$ cat src/hw/rsse_pkg.sv
// constants for the rotate, set-all-ones and sleep execution block
package rsse_pkg;
  // register byte offsets on the apb bus
  localparam logic [7:0] ADDR_CTRL = 8'h00;
  localparam logic [7:0] ADDR_INSN = 8'h04;
  localparam logic [7:0] ADDR_FILE_IN = 8'h08;
  localparam logic [7:0] ADDR_WREG = 8'h0c;
  localparam logic [7:0] ADDR_STATUS = 8'h10;
  localparam logic [7:0] ADDR_RESULT = 8'h14;
  localparam logic [7:0] ADDR_IDX_BASE = 8'h18;
  // control register fields
  localparam int CTRL_EXT_BIT = 0;
  localparam int CTRL_BANK_LSB = 8;
  // status register fields
  localparam int ST_C = 0;
  localparam int ST_Z = 1;
  localparam int ST_N = 2;
  localparam int ST_TIMEOUT = 3;
  localparam int ST_POWERDOWN = 4;
  localparam int ST_SLEEP = 5;
  localparam int ST_BUSY = 6;
  localparam int ST_OTHER = 7;
  // result register fields
  localparam int RES_ADDR_LSB = 8;
  localparam int RES_DESTW_BIT = 20;
  localparam int RES_IDX_BIT = 21;
  // opcode fields and encodings
  localparam int BIT_D = 9;
  localparam int BIT_A = 8;
  localparam logic [5:0] OPC_RRC = 6'h0c;
  localparam logic [5:0] OPC_RRN = 6'h10;
  localparam logic [6:0] OPC_SET = 7'h34;
  localparam logic [15:0] OPC_SLEEP = 16'h0003;
  // bank and addressing constants
  localparam logic [7:0] ACC_SPLIT = 8'h60;
  localparam logic [7:0] IDX_LIMIT = 8'h5f;
  localparam logic [3:0] ACC_LOW_BANK = 4'h0;
  localparam logic [3:0] ACC_HIGH_BANK = 4'hf;
  localparam logic [7:0] ALL_ONES = 8'hff;
  // reset values
  localparam logic TIMEOUT_RESET = 1'b1;
  localparam logic POWERDOWN_RESET = 1'b1;
  localparam logic [3:0] BANK_SEL_RESET = 4'h0;
  localparam logic [11:0] IDX_BASE_RESET = 12'h000;
  // instruction cycle phases
  typedef enum logic [2:0] {
    ph_idle, ph_decode, ph_read, ph_process, ph_write
  } phase_e;
  // decoded operation
  typedef enum logic [2:0] {
    op_none, op_rrc, op_rrn, op_set, op_sleep
  } op_e;
endpackage

$ cat src/hw/rot_unit.sv
// one-place right rotate, with or without the carry in the loop
`timescale 1ns/1ps
`default_nettype none
module rot_unit (
  input wire logic [7:0] din,
  input wire logic cin,
  input wire logic thru,
  output logic [7:0] dout,
  output logic cout
);
  // top bit takes old carry when rotating through it, else bit 0 wraps
  assign dout = {(thru ? cin : din[0]), din[7:1]};
  // carry out is old bit 0 only in the through-carry form
  assign cout = thru ? din[0] : cin;
endmodule
`default_nettype wire

$ cat src/hw/rotate_set_sleep_exec.sv
// execution block for rotate right, set all ones and sleep
// Behaviour
// - through-carry rotate: carry into bit7, bit0 out
// - plain rotate wraps bit 0 into bit 7
// - plain rotate decoded from top bits 010000
// - plain rotate sets N and Z, keeps carry
// - d=0 writes accumulator, d=1 writes file
// - a=0 access bank, a=1 bank select register
// - a=0, extended set, f<=5Fh: indexed offset
// - set instruction writes FFh, flags untouched
// - sleep decoded from fixed word 0003h
// - sleep clears power-down status bit
// - sleep sets time-out status bit
// - sleep clears watchdog count and postscaler
// - last phase enters sleep, oscillator stops
// - watchdog wake-up clears time-out bit
//
// Local design decisions: register access over APB and the register offsets.
`timescale 1ns/1ps
`default_nettype none
module rotate_set_sleep_exec (
  input wire logic core_clk,
  input wire logic rst,
  input wire logic ce,
  input wire logic psel,
  input wire logic penable,
  input wire logic pwrite,
  input wire logic [7:0] paddr,
  input wire logic [31:0] pwdata,
  output logic [31:0] prdata,
  output logic pready,
  output logic pslverr,
  input wire logic watchdog_wake,
  output logic file_we,
  output logic [11:0] file_addr,
  output logic [7:0] file_wdata,
  output logic indexed_mode,
  output logic watchdog_clear,
  output logic osc_stop,
  output logic other_insn
);
  rsse_pkg::phase_e state; // instruction cycle phase
  rsse_pkg::op_e op; // operation latched at decode
  logic ext_en; // extended instruction set enable
  logic [3:0] bank_select_register; // bank for a=1 accesses
  logic [11:0] idx_base; // base for indexed offset mode
  logic [15:0] insn; // instruction word under execution
  logic [7:0] file_in; // value the file register reads back
  logic [7:0] wreg; // working accumulator
  logic c; // carry flag
  logic z; // zero flag
  logic n; // negative flag
  logic timeout_status_bit; // active-low time-out flag
  logic powerdown_status_bit; // active-low power-down flag
  logic sleeping; // core halted in sleep
  logic [7:0] operand; // byte read in phase two
  logic [7:0] res_val; // processed result
  logic res_c; // processed carry
  logic res_dest_w; // last result went to accumulator
  logic rd_rdy; // read data prepared in setup cycle
  logic rd_bad; // setup cycle hit an unmapped address
  logic [31:0] rd_mux; // read data selection
  logic addr_hit; // address is mapped
  logic wake_lvl; // filtered watchdog wake level

  // bus phase decode
  wire setup = psel && !penable;
  wire acc = psel && penable && pready;
  wire wr_acc = acc && pwrite && !rd_bad;
  wire wr_ctrl = wr_acc && (paddr == rsse_pkg::ADDR_CTRL);
  wire wr_insn = wr_acc && (paddr == rsse_pkg::ADDR_INSN);
  wire wr_file = wr_acc && (paddr == rsse_pkg::ADDR_FILE_IN);
  wire wr_wreg = wr_acc && (paddr == rsse_pkg::ADDR_WREG);
  wire wr_stat = wr_acc && (paddr == rsse_pkg::ADDR_STATUS);
  wire wr_idx = wr_acc && (paddr == rsse_pkg::ADDR_IDX_BASE);

  // opcode decode from the latched word
  wire is_rrc = insn[15:10] == rsse_pkg::OPC_RRC;
  wire is_rrn = insn[15:10] == rsse_pkg::OPC_RRN;
  wire is_set = insn[15:9] == rsse_pkg::OPC_SET;
  wire is_sleep = insn == rsse_pkg::OPC_SLEEP;
  wire is_ours = is_rrc || is_rrn || is_set || is_sleep;
  wire d_bit = insn[rsse_pkg::BIT_D];
  wire a_bit = insn[rsse_pkg::BIT_A];
  wire [7:0] f_addr = insn[7:0];

  // a new word is only taken while idle and awake
  wire start = wr_insn && (state == rsse_pkg::ph_idle) && !sleeping;

  // operand addressing: bank select, access bank or indexed
  wire low_half = f_addr < rsse_pkg::ACC_SPLIT;
  wire [3:0] acc_bank = low_half ? rsse_pkg::ACC_LOW_BANK
                                 : rsse_pkg::ACC_HIGH_BANK;
  wire [11:0] bank_addr = a_bit ? {bank_select_register, f_addr}
                                : {acc_bank, f_addr};
  wire use_idx = !a_bit && ext_en
                 && (f_addr <= rsse_pkg::IDX_LIMIT);
  wire [12:0] idx_sum = {1'b0, idx_base} + {5'h00, f_addr};
  wire [11:0] eff_addr = use_idx ? idx_sum[11:0] : bank_addr;

  // rotate datapath; carry enters the loop only for rrc
  wire [7:0] rot_out;
  wire rot_c;
  rot_unit rot_unit_inst (
    .din(operand),
    .cin(c),
    .thru(op == rsse_pkg::op_rrc),
    .dout(rot_out),
    .cout(rot_c)
  );

  // watchdog wake pin comes from another domain
  sync3 sync3_inst (
    .core_clk(core_clk),
    .rst(rst),
    .ce(ce),
    .async_in(watchdog_wake),
    .level(wake_lvl)
  );

  wire wake = sleeping && wake_lvl;
  wire rot_wr = (state == rsse_pkg::ph_write)
                && ((op == rsse_pkg::op_rrc) || (op == rsse_pkg::op_rrn));
  wire sleep_go = (state == rsse_pkg::ph_process)
                  && (op == rsse_pkg::op_sleep);

  // read data selection, unmapped addresses flagged
  always_comb begin
    rd_mux = 32'h0000_0000;
    addr_hit = 1'b1;
    if (paddr == rsse_pkg::ADDR_CTRL) begin
      rd_mux[rsse_pkg::CTRL_EXT_BIT] = ext_en;
      rd_mux[rsse_pkg::CTRL_BANK_LSB +: 4] = bank_select_register;
    end else if (paddr == rsse_pkg::ADDR_INSN) begin
      rd_mux[15:0] = insn;
    end else if (paddr == rsse_pkg::ADDR_FILE_IN) begin
      rd_mux[7:0] = file_in;
    end else if (paddr == rsse_pkg::ADDR_WREG) begin
      rd_mux[7:0] = wreg;
    end else if (paddr == rsse_pkg::ADDR_STATUS) begin
      rd_mux[rsse_pkg::ST_C] = c;
      rd_mux[rsse_pkg::ST_Z] = z;
      rd_mux[rsse_pkg::ST_N] = n;
      rd_mux[rsse_pkg::ST_TIMEOUT] = timeout_status_bit;
      rd_mux[rsse_pkg::ST_POWERDOWN] = powerdown_status_bit;
      rd_mux[rsse_pkg::ST_SLEEP] = sleeping;
      rd_mux[rsse_pkg::ST_BUSY] = state != rsse_pkg::ph_idle;
      rd_mux[rsse_pkg::ST_OTHER] = other_insn;
    end else if (paddr == rsse_pkg::ADDR_RESULT) begin
      rd_mux[7:0] = res_val;
      rd_mux[rsse_pkg::RES_ADDR_LSB +: 12] = file_addr;
      rd_mux[rsse_pkg::RES_DESTW_BIT] = res_dest_w;
      rd_mux[rsse_pkg::RES_IDX_BIT] = indexed_mode;
    end else if (paddr == rsse_pkg::ADDR_IDX_BASE) begin
      rd_mux[11:0] = idx_base;
    end else begin
      addr_hit = 1'b0;
    end
  end

  // ready only once data was captured, so prdata is a flop
  // held low while frozen, so no write is reported that never lands
  assign pready = penable && rd_rdy && ce;
  assign pslverr = pready && rd_bad;

  // read data captured in the setup cycle
  always_ff @(posedge core_clk) begin
    if (rst) begin
      prdata <= 32'h0000_0000;
      rd_rdy <= 1'b0;
      rd_bad <= 1'b0;
    end else if (ce) begin
      if (setup) begin
        prdata <= rd_mux;
        rd_bad <= !addr_hit;
        rd_rdy <= 1'b1;
      end else if (acc) begin
        rd_rdy <= 1'b0;
      end
    end
  end

  // software configuration registers
  always_ff @(posedge core_clk) begin
    if (rst) begin
      ext_en <= 1'b0;
      bank_select_register <= rsse_pkg::BANK_SEL_RESET;
      idx_base <= rsse_pkg::IDX_BASE_RESET;
      file_in <= 8'h00;
    end else if (ce) begin
      if (wr_ctrl) begin
        ext_en <= pwdata[rsse_pkg::CTRL_EXT_BIT];
        bank_select_register <= pwdata[rsse_pkg::CTRL_BANK_LSB +: 4];
      end
      if (wr_idx) begin
        idx_base <= pwdata[11:0];
      end
      if (wr_file) begin
        file_in <= pwdata[7:0];
      end
    end
  end

  // instruction word: writes while busy are ignored
  always_ff @(posedge core_clk) begin
    if (rst) begin
      insn <= 16'h0000;
    end else if (ce && start) begin
      insn <= pwdata[15:0];
    end
  end

  // four-phase sequencer
  always_ff @(posedge core_clk) begin
    if (rst) begin
      state <= rsse_pkg::ph_idle;
      op <= rsse_pkg::op_none;
      other_insn <= 1'b0;
    end else if (ce) begin
      case (state)
        rsse_pkg::ph_idle: begin
          if (start) begin
            state <= rsse_pkg::ph_decode;
            other_insn <= 1'b0;
          end
        end
        rsse_pkg::ph_decode: begin
          // foreign words belong to other decode logic
          if (!is_ours) begin
            state <= rsse_pkg::ph_idle;
            other_insn <= 1'b1;
            op <= rsse_pkg::op_none;
          end else begin
            state <= rsse_pkg::ph_read;
            if (is_rrc) begin
              op <= rsse_pkg::op_rrc;
            end else if (is_rrn) begin
              op <= rsse_pkg::op_rrn;
            end else if (is_set) begin
              op <= rsse_pkg::op_set;
            end else begin
              op <= rsse_pkg::op_sleep;
            end
          end
        end
        rsse_pkg::ph_read: state <= rsse_pkg::ph_process;
        rsse_pkg::ph_process: state <= rsse_pkg::ph_write;
        rsse_pkg::ph_write: state <= rsse_pkg::ph_idle;
        default: state <= rsse_pkg::ph_idle;
      endcase
    end
  end

  // operand read and processing; sleep reads nothing
  always_ff @(posedge core_clk) begin
    if (rst) begin
      operand <= 8'h00;
      res_val <= 8'h00;
      res_c <= 1'b0;
    end else if (ce) begin
      if (state == rsse_pkg::ph_read && op != rsse_pkg::op_sleep) begin
        operand <= file_in;
      end
      if (state == rsse_pkg::ph_process) begin
        if (op == rsse_pkg::op_set) begin
          res_val <= rsse_pkg::ALL_ONES;
        end else if (op != rsse_pkg::op_sleep) begin
          res_val <= rot_out;
          res_c <= rot_c;
        end
      end
    end
  end

  // destination write in the last phase
  always_ff @(posedge core_clk) begin
    if (rst) begin
      file_we <= 1'b0;
      file_addr <= 12'h000;
      file_wdata <= 8'h00;
      indexed_mode <= 1'b0;
      res_dest_w <= 1'b0;
    end else if (ce) begin
      file_we <= 1'b0;
      if (state == rsse_pkg::ph_write && op != rsse_pkg::op_sleep) begin
        // set always targets the file; rotates follow d
        res_dest_w <= rot_wr && !d_bit;
        file_we <= !(rot_wr && !d_bit);
        file_addr <= eff_addr;
        file_wdata <= res_val;
        indexed_mode <= use_idx;
      end
    end
  end

  // accumulator: a result written here beats a bus write
  always_ff @(posedge core_clk) begin
    if (rst) begin
      wreg <= 8'h00;
    end else if (ce) begin
      if (rot_wr && !d_bit) begin
        wreg <= res_val;
      end else if (wr_wreg) begin
        wreg <= pwdata[7:0];
      end
    end
  end

  // arithmetic flags: hardware update wins over bus write
  always_ff @(posedge core_clk) begin
    if (rst) begin
      c <= 1'b0;
      z <= 1'b0;
      n <= 1'b0;
    end else if (ce) begin
      if (rot_wr) begin
        n <= res_val[7];
        z <= res_val == 8'h00;
        // plain rotate hands the old carry straight back
        c <= res_c;
      end else if (wr_stat) begin
        c <= pwdata[rsse_pkg::ST_C];
        z <= pwdata[rsse_pkg::ST_Z];
        n <= pwdata[rsse_pkg::ST_N];
      end
    end
  end

  // sleep entry, wake-up and the two status bits
  always_ff @(posedge core_clk) begin
    if (rst) begin
      timeout_status_bit <= rsse_pkg::TIMEOUT_RESET;
      powerdown_status_bit <= rsse_pkg::POWERDOWN_RESET;
      sleeping <= 1'b0;
      osc_stop <= 1'b0;
      watchdog_clear <= 1'b0;
    end else if (ce) begin
      watchdog_clear <= sleep_go;
      if (sleep_go) begin
        powerdown_status_bit <= 1'b0;
        timeout_status_bit <= 1'b1;
      end
      if (state == rsse_pkg::ph_write && op == rsse_pkg::op_sleep) begin
        sleeping <= 1'b1;
        osc_stop <= 1'b1;
      end else if (wake) begin
        // a wake level already high stops sleep one cycle later
        sleeping <= 1'b0;
        osc_stop <= 1'b0;
        timeout_status_bit <= 1'b0;
      end
    end
  end
endmodule
`default_nettype wire

$ cat src/hw/sync3.sv
// three-stage pin synchroniser with agreement filter
`timescale 1ns/1ps
`default_nettype none
module sync3 (
  input wire logic core_clk,
  input wire logic rst,
  input wire logic ce,
  input wire logic async_in,
  output logic level
);
  logic s1; // metastable stage, read only by s2
  logic s2;
  logic s3;

  // shift chain; level moves only once s2 and s3 agree
  always_ff @(posedge core_clk) begin
    if (rst) begin
      s1 <= 1'b0;
      s2 <= 1'b0;
      s3 <= 1'b0;
      level <= 1'b0;
    end else if (ce) begin
      s1 <= async_in;
      s2 <= s1;
      s3 <= s2;
      if (s2 == s3) begin
        level <= s3;
      end
    end
  end
endmodule
`default_nettype wire
$ cat config.mk
export PLATFORM = sky130hd
export DESIGN_NAME = rotate_set_sleep_exec
export DESIGN_NICKNAME = d
export VERILOG_FILES = /design/src/hw/rsse_pkg.sv /design/src/hw/rot_unit.sv /design/src/hw/rotate_set_sleep_exec.sv /design/src/hw/sync3.sv
export SDC_FILE = /design/constraint.sdc
export NUM_CORES = 1
export LEC_CHECK = 0
export BUFFER_PORTS_ARGS = -buffer_cell sky130_fd_sc_hd__buf_2
export CORE_MARGIN = 10
export CORE_UTILIZATION = 53
export CTS_BUF_LIST = sky130_fd_sc_hd__clkbuf_2 sky130_fd_sc_hd__clkbuf_4 sky130_fd_sc_hd__clkbuf_8
export DETAILED_ROUTE_END_ITERATION = 12
export GPL_TIMING_DRIVEN = 1
export PLACE_DENSITY = 0.75
export REMOVE_ABC_BUFFERS = 1
export SYNTH_ARGS = -nofsm -noshare
export SYNTH_HDL_FRONTEND = slang
export SYNTH_SLANG_ARGS = --single-unit
$ cat constraint.sdc
create_clock -name core_clk -period 1.85 [get_ports core_clk]
set_clock_uncertainty 0.05 [all_clocks]
set_input_delay 0.2775 -clock core_clk [delete_from_list [all_inputs] [get_ports core_clk]]
set_output_delay 0.2775 -clock core_clk [all_outputs]
set_load 0.01 [all_outputs]
==> results.json, run 1 <==
{
  "slowest_delay_ns": 0.36,
  "h-tree-depth": 4,
  "portBuffers": 79,
  "hp-class": "input pin to register",
  "start_util_pct": 53.8,
  "grt_pass1_vias": 6347,
  "p_int_mw": 4.62,
  "critical_path_peak_fanout": 2,
  "critPathArrivalTime_ns": 2.28,
  "antenna_left": 0,
  "comb_power_share_pct": 5.6,
  "status": "finished, violations left",
  "synth_edf_count": 0,
  "yosysUniqueCellTypes": 70,
  "max_slew_margin_pct": 64.6,
  "first_pass_iters": 5,
  "hpwl_um": 16200,
  "yosysSeqAreaShare_pct": 40.8,
  "dp_slack_ns": -0.253,
  "failed_checks": "negative setup slack",
  "areaGrowthSynthToFinish_pct": 30.1,
  "placementRows": 40,
  "period_needed_ns": 1.98,
  "cp_num_buf_inv": 2,
  "finalHoldViolCount": 0,
  "overflow": 0,
  "pwr-share-seq_pct": 47.0,
  "num_io_pins": 106,
  "synth_area_um2": 6430,
  "cts_hold_buf": 0,
  "clkSlewWorstSetupHoldPaths_ns": 0.08,
  "yosys.area.top_type_share_pct": 40.8,
  "drt_wl_total_um": 21800,
  "grt_pass1_wl_um": 33300,
  "final_util_pct": 69.9,
  "setup_viol": 5,
  "synth-seq-cells": 131,
  "vias_per_cell": 5.97,
  "async_flop_share_pct": 0,
  "num-nets-final": 989,
  "path_cells": "ha_4, inv_2, fa_2, nor2b_2, o211ai_1, buf_4, a31oi_4, xnor2_2, a21oi_2",
  "max_freq_mhz": 505,
  "coreArea_um2": 12000,
  "grt_use_total_pct": 25.2,
  "first_iter_violations": 656,
  "gp_congestion": 0.985,
  "clkLatencyLatePin_ns": 0.46,
  "cts_root_buf": "clkbuf_8",
  "p_switching_mw": 1.40,
  "synth_largest_area_cell": "dfxtp_1",
  "die_area_um2": 16900,
  "p_total_mw": 6.02,
  "switching_share_pct": 23.3,
  "critical_path_required_ns": 2.15,
  "drv_cap": 0,
  "crit_family": "adder cells",
  "antennaDiodeCount": 0,
  "cts_tree": "done",
  "whs_ns": 0.0207,
  "worst_pin_slew_ns": 0.527,
  "powerDensity_nw_per_um2": 720,
  "die_h_um": 130,
  "clock_sinks": 131,
  "grt_setup_unrepaired": "yes",
  "clkPwrFrac_pct": 47.3,
  "yosys_warnings": 0,
  "slew_viol_final": 0,
  "wl_per_cell_um": 19.9,
  "die_x_um": 130,
  "leakage_nw": 3.44,
  "avgSynthCellArea_um2": 8.27,
  "timing.reg2reg.setup_slack_ns": -0.13,
  "fin_cells": 1093,
  "grt_max_degree": 61,
  "dpl.cell_count": 1054,
  "final_layout_size_suffix_gt1_share_pct": 30.7,
  "vias": 6523,
  "setup_slack_ns": -0.131,
  "cts_buffers": 17,
  "worstSetupPathType": "register to register",
  "peakVddDrop_v": 0.000642,
  "post-route-period-util_pct": 107,
  "synth.area.top_cells": "dfxtp_1, mux2i_1, a21oi_1",
  "synthCells": 778,
  "drc_errors": 0,
  "worstSetupStartpointType": "register",
  "grt_antenna_before_repair": 0,
  "crit_slowest_cell": "dfxtp_2",
  "crit_path_end_kind": "register",
  "ys.flop_type": "dfxtp_1",
  "clk_path_buf_depth": 2
}
[sequential cells by signal, indices dropped and copies added (netlist names), 3 cells and up]
name                  cells
operand                   8
res_val                   8
bank_select_register      4
file_wdata                8
file_in                   8
op                        3
file_addr                12
state                     3
idx_base                 12
insn                     16
wreg                      8
prdata                   22
[cell usage after synthesis (all sizes together), types with 2 or more instances]
cell type and count:
dfxtp 131, nand2 104, nor2 88, a21oi 85
mux2i 48, clkbuf 33, buf 30, o21ai 28
nor3 20, a211oi 16, a22oi 15, nand3 15
nor2b 14, inv 12, and2 10, o211ai 9
o22ai 9, ha 8, and3 7, o2bb2ai 7
nor4 6, a21o 5, a311oi 5, or2 5
xnor2 5, a31oi 4, mux2 4, nand2b 4
nor4b 4, o21a 4, a32o 3, nor3b 3
o221ai 3, o311ai 3, o32ai 3, or3 3
or4 3, a21boi 2, and3b 2, nand4 2
[cells by family after synthesis]
family | Yosys count | synth area share, %
other | 1 | 0.0583
AOI/OAI and AO/OA | 209 | 20.9
xor gates and xnor gates | 5 | 0.681
and+or+nand+nor | 296 | 21.9
buffers and inverters | 75 | 5.60
muxes | 52 | 8.17
adders and majority gates | 9 | 1.87
DFF | 131 | 40.8
[stage by stage]
stage / instance area (um^2) / TNS (ns)
after floorplan: 6150 / -4.37
after global placement: 7590 / -3.30
after detailed placement: 7590 / -6.83
after CTS: 8140 / -0.214
after global routing: 8370 / -0.580
final: 8370 / -0.260
[cells in the final DEF, fill, tap and decap left out, types with 4 or more instances in the layout]
cell	instances
a211oi_1	12
a21o_1	5
a21oi_1	82
a22oi_1	15
and2_1	9
and3_1	5
buf_12	6
buf_2	78
buf_4	102
bufinv_16	5
clkbuf_8	19
conb_1	10
dfxtp_1	121
dfxtp_2	8
ha_4	4
inv_1	11
mux2_2	4
mux2i_1	48
nand2_1	104
nand2b_1	4
nand3_1	14
nor2_1	85
nor2b_1	12
nor3_1	14
nor3_2	4
nor4_1	5
o211ai_1	9
o21a_1	4
o21ai_0	23
o22ai_1	9
o2bb2ai_1	7
or2_2	4
xnor2_1	4
[what timing repair did]
item / CTS / global route
setup endpoints to repair: 36 / 51
pin swaps: 14 / 19
setup buffers: 1 / 5
hold endpoints to repair: 0 / 0
resized for setup: 25 / 46
gates cloned: 0 / 1
[worst min-delay path: cells and delay by family]
kind / cells / cell delay [ns]
AND/OR/NAND/NOR: 1 / 0.08
buffers and inverters: 1 / 0.07
multiplexers: 1 / 0.05
[worst paths after layout]
path	endpoint	startpoint	cells past startpoint
hold / removal	sync3_inst.s1	watchdog_wake	3
setup reg to reg	file_addr[8]	idx_base[0]	9
setup / recovery	file_addr[8]	idx_base[0]	9
hold reg to reg	prdata[5]	prdata[5]	2
[power groups by stage]
stage / registers (mW) / clock network [mW] / logic (mW)
floorplan: 2.90 / 0 / 0.108
global placement: 2.90 / 0 / 0.321
detailed placement: 2.90 / 0 / 0.328
CTS: 2.83 / 2.88 / 0.330
global route: 2.83 / 2.99 / 0.364
finish: 2.83 / 2.85 / 0.340
[cell type report]
cell class	count	area, um^2
Clock buffer	19	262
Clock inverter	13	205
Multi-Input combinational cell	581	3710
Timing Repair Buffer	190	1320
Tap cell	147	184
Inverter	12	45.0
Sequential cell	131	2640
Fill cell	938	3600
[per-layer routing]
layer | vias up | share of wire, % | track usage (%)
li1 | 3061 | - | -
met1 | 3131 | 41 | 30.5
met2 | 276 | 49 | 41.8
met3 | 55 | 6.9 | 5.80
met4 | 0 | 3.0 | 11.4
met5 | - | 0 | 0
Power figures use the tool's default switching activity.
==> inputs of run 2 (changes only) <==
--- a/config.mk
+++ b/config.mk
@@ -7,12 +7,13 @@
 export LEC_CHECK = 0
 export BUFFER_PORTS_ARGS = -buffer_cell sky130_fd_sc_hd__buf_2
 export CORE_MARGIN = 10
-export CORE_UTILIZATION = 53
+export CORE_UTILIZATION = 23
 export CTS_BUF_LIST = sky130_fd_sc_hd__clkbuf_2 sky130_fd_sc_hd__clkbuf_4 sky130_fd_sc_hd__clkbuf_8
 export DETAILED_ROUTE_END_ITERATION = 12
 export GPL_TIMING_DRIVEN = 1
-export PLACE_DENSITY = 0.75
+export PLACE_DENSITY = 0.37
 export REMOVE_ABC_BUFFERS = 1
 export SYNTH_ARGS = -nofsm -noshare
 export SYNTH_HDL_FRONTEND = slang
+export SYNTH_HIERARCHICAL = 1
 export SYNTH_SLANG_ARGS = --single-unit
==> constraint.sdc (replaced) <==
create_clock -name core_clk -period 1.85 [get_ports core_clk]
set_clock_uncertainty 0.05 [all_clocks]
set_input_delay 0.0925 -clock core_clk [delete_from_list [all_inputs] [get_ports core_clk]]
set_output_delay 0.0925 -clock core_clk [all_outputs]
set_load 0.01 [all_outputs]
==> results.json, run 2 <==
{
  "critical_path_required_ns": 2.19,
  "whs_ns": 0.0326,
  "critPathArrivalTime_ns": 2.24,
  "final_layout_size_suffix_gt1_share_pct": 32.4,
  "layout.cells.most_common": "dfxtp_1",
  "min_from": "penable",
  "wl_per_cell_um": 18.2,
  "grt_pass1_vias": 6155,
  "tns_ns": -0.0915,
  "critical_path_peak_fanout": 4,
  "clock_sinks": 131,
  "post-route-period-util_pct": 103,
  "finalHoldViolCount": 0,
  "grt_setup_unrepaired": "yes",
  "avgSynthCellArea_um2": 8.63,
  "grt_antenna_before_repair": 1,
  "vias": 6048,
  "powerDensity_nw_per_um2": 630,
  "synthCells": 749,
  "synth_area_um2": 6460,
  "crit_family": "simple AND/OR/NAND/NOR gates",
  "num-nets-final": 984,
  "ys.flop_type": "dfxtp_1",
  "failed_checks": "negative setup slack",
  "rr_worst_depth": 8,
  "crit_slowest_cell": "or4b_1",
  "peakVddDrop_v": 0.000334,
  "yosysUniqueCellTypes": 77,
  "crit_path_end_kind": "register",
  "placementRows": 61,
  "worst_pin_slew_ns": 0.544,
  "synth_largest_area_cell": "dfxtp_1",
  "first_iter_violations": 369,
  "yosysSeqAreaShare_pct": 40.6,
  "first_pass_iters": 5,
  "yosys.area.top_type_share_pct": 40.6,
  "max_slew_margin_pct": 63.7,
  "leakage_nw": 3.86,
  "die_area_um2": 35200,
  "cts_tree": "done",
  "clk_path_buf_depth": 2,
  "fillers": 3029,
  "netlist_top_cells_count": "dfxtp_1, nor2_1, nand2_1",
  "drv_cap": 0,
  "yosys_warnings": 6,
  "hp-class": "input pin to register",
  "cts_root_buf": "clkbuf_8",
  "clkLatencyLatePin_ns": 0.46,
  "placed_area_um2": 7930,
  "largest_reg_flops": 22,
  "synth.most_common_cell": "dfxtp_1",
  "clkSlewWorstSetupHoldPaths_ns": 0.09,
  "hpwl_um": 18200,
  "start_util_pct": 23.3,
  "overflow": 0,
  "slew_viol_final": 0,
  "h-tree-depth": 4,
  "final_cell_mix": "dfxtp_1, buf_4, nor2_1",
  "setup_slack_ns": -0.0469,
  "grt_max_degree": 55,
  "async_flop_share_pct": 0,
  "regToRegStartpoint": "insn[0]",
  "period_needed_ns": 1.90,
  "portBuffers": 79,
  "path_cells": "ha_4, inv_2, fa_2, nor2b_2, o211ai_1, a21oi_2, or4b_1, nand3_1",
  "slowest_delay_ns": 0.48,
  "status": "finished, violations left",
  "timing.reg2reg.setup_slack_ns": -0.05,
  "vias_per_cell": 4.58,
  "coreArea_um2": 27800,
  "setup_viol": 2,
  "die_x_um": 188,
  "r2r_end": "file_addr[8]",
  "grt_pass1_wl_um": 37100,
  "antenna_left": 0,
  "largest-register": "prdata",
  "worstSetupPathType": "register to register",
  "cts_buffers": 17,
  "synth_edf_count": 0,
  "drc_errors": 0,
  "max_freq_mhz": 527,
  "fin_cells": 1320,
  "reg_top3": "prdata: 22 flops, insn: 16 flops",
  "grt_use_total_pct": 13.4,
  "synth.area.top_cells": "dfxtp_1, mux2i_1, nor2_1",
  "drt_wl_total_um": 24000,
  "gp_congestion": 0.783,
  "worstSetupStartpointType": "register",
  "cp_num_buf_inv": 1,
  "num_io_pins": 106,
  "die_h_um": 188,
  "hold_path_depth": 4,
  "areaGrowthSynthToFinish_pct": 37.5,
  "p_total_mw": 5.60,
  "final_cell_area_um2": 8890,
  "synth-seq-cells": 131,
  "worstHoldEndpoint": "rd_bad",
  "dpl.cell_count": 1260
}
==> run 2: cell count changes in the layout (fill, tap and decap cells not counted), moves of 8 or more <==
cell,previous run,this run
nand2_1,104,91
o21ai_0,23,9
nor2_1,85,96
mux2i_1,48,58
dlygate4sd3_1,0,19
a21oi_1,82,59
a211oi_1,12,4
==> run 2: cell type report <==
cell class	instances	area, um^2	area share, %
sequential	131	2640	29.7
inverter	12	45.0	0.507
tap	378	473	5.32
clock buffer	18	248	2.79
antenna	1	2.50	0.0281
timing repair buffer	212	1560	17.5
multi-input combinational	554	3790	42.7
clock inverter	14	131	1.48
==> run 2: routing by layer <==
layer / part of all wire, % / wire (um) / track usage (%)
met5: 0 / 0 / 0
met4: 0.84 / 202 / 2.86
met3: 3.3 / 800 / 2.80
met2: 48 / 11500 / 22.1
met1: 48 / 11500 / 17.5
==> run 2: repair_timing <==
| action | CTS | global route |
|---|---|---|
| endpoints found under the hold margin | 48 | 0 |
| pin swaps | 11 | 28 |
| hold buffers | 19 | 0 |
| cloned | 0 | 2 |
| setup buffers | 0 | 6 |
| endpoints found under the setup margin | 23 | 33 |
| resized for setup | 19 | 50 |
==> run 2: how the worst max path moves through the flow <==
| stage | startpoint | endpoint | slack, ns | depth (start not counted) |
|---|---|---|---|---|
| after floorplan | paddr[7] | insn[0] | -0.33 | 5 |
| after detailed placement | idx_base[0] | file_addr[8] | -0.17 | 8 |
| final | insn[0] | file_addr[8] | -0.05 | 8 |
| after global placement | idx_base[0] | file_addr[8] | -0.15 | 8 |
| after global routing | insn[0] | file_addr[10] | -0.14 | 9 |
| after CTS | insn[0] | file_addr[8] | -0.08 | 8 |
==> run 2: power breakdown <==
part / total [mW] / switching (mW) / internal, mW
Clock: 2.43 / 1.40 / 1.03
Combinational: 0.349 / 0.222 / 0.127
Sequential: 2.82 / 0.00348 / 2.82
==> run 2: cell families (layout without fill, tap and decap cells) <==
family                     after synthesis  in the layout  synth area share, %
AOI/OAI and AO/OA                      182            182                 19.3
muxes                                   66             66                 10.4
other                                    1             11               0.0580
buffers and inverters                   75            256                 5.73
and+or+nand+nor                        281            283                 21.6
DFF                                    131            131                 40.6
xor gates and xnor gates                 4              4                0.542
adders and majority gates                9              9                 1.86
==> run 2: worst register-to-register path, stage by stage (launching register included) <==
cell and delay, ns:
dfxtp_2 0.34, ha_4 0.17, inv_2 0.05, fa_2 0.19, nor2b_2 0.05, o211ai_1 0.31
a21oi_2 0.11, or4b_1 0.48, nand3_1 0.09
==> run 2: through the flow <==
| stage | utilization (%) | setup slack (ns) |
|---|---|---|
| 2_1_floorplan | - | -0.329 |
| 3_3_place_gp | 28.5 | -0.154 |
| 3_5_place_dp | 28.5 | -0.167 |
| 4_1_cts | 30.9 | -0.0823 |
| 5_1_grt | 32.0 | -0.137 |
| 6_report | 32.0 | -0.0469 |
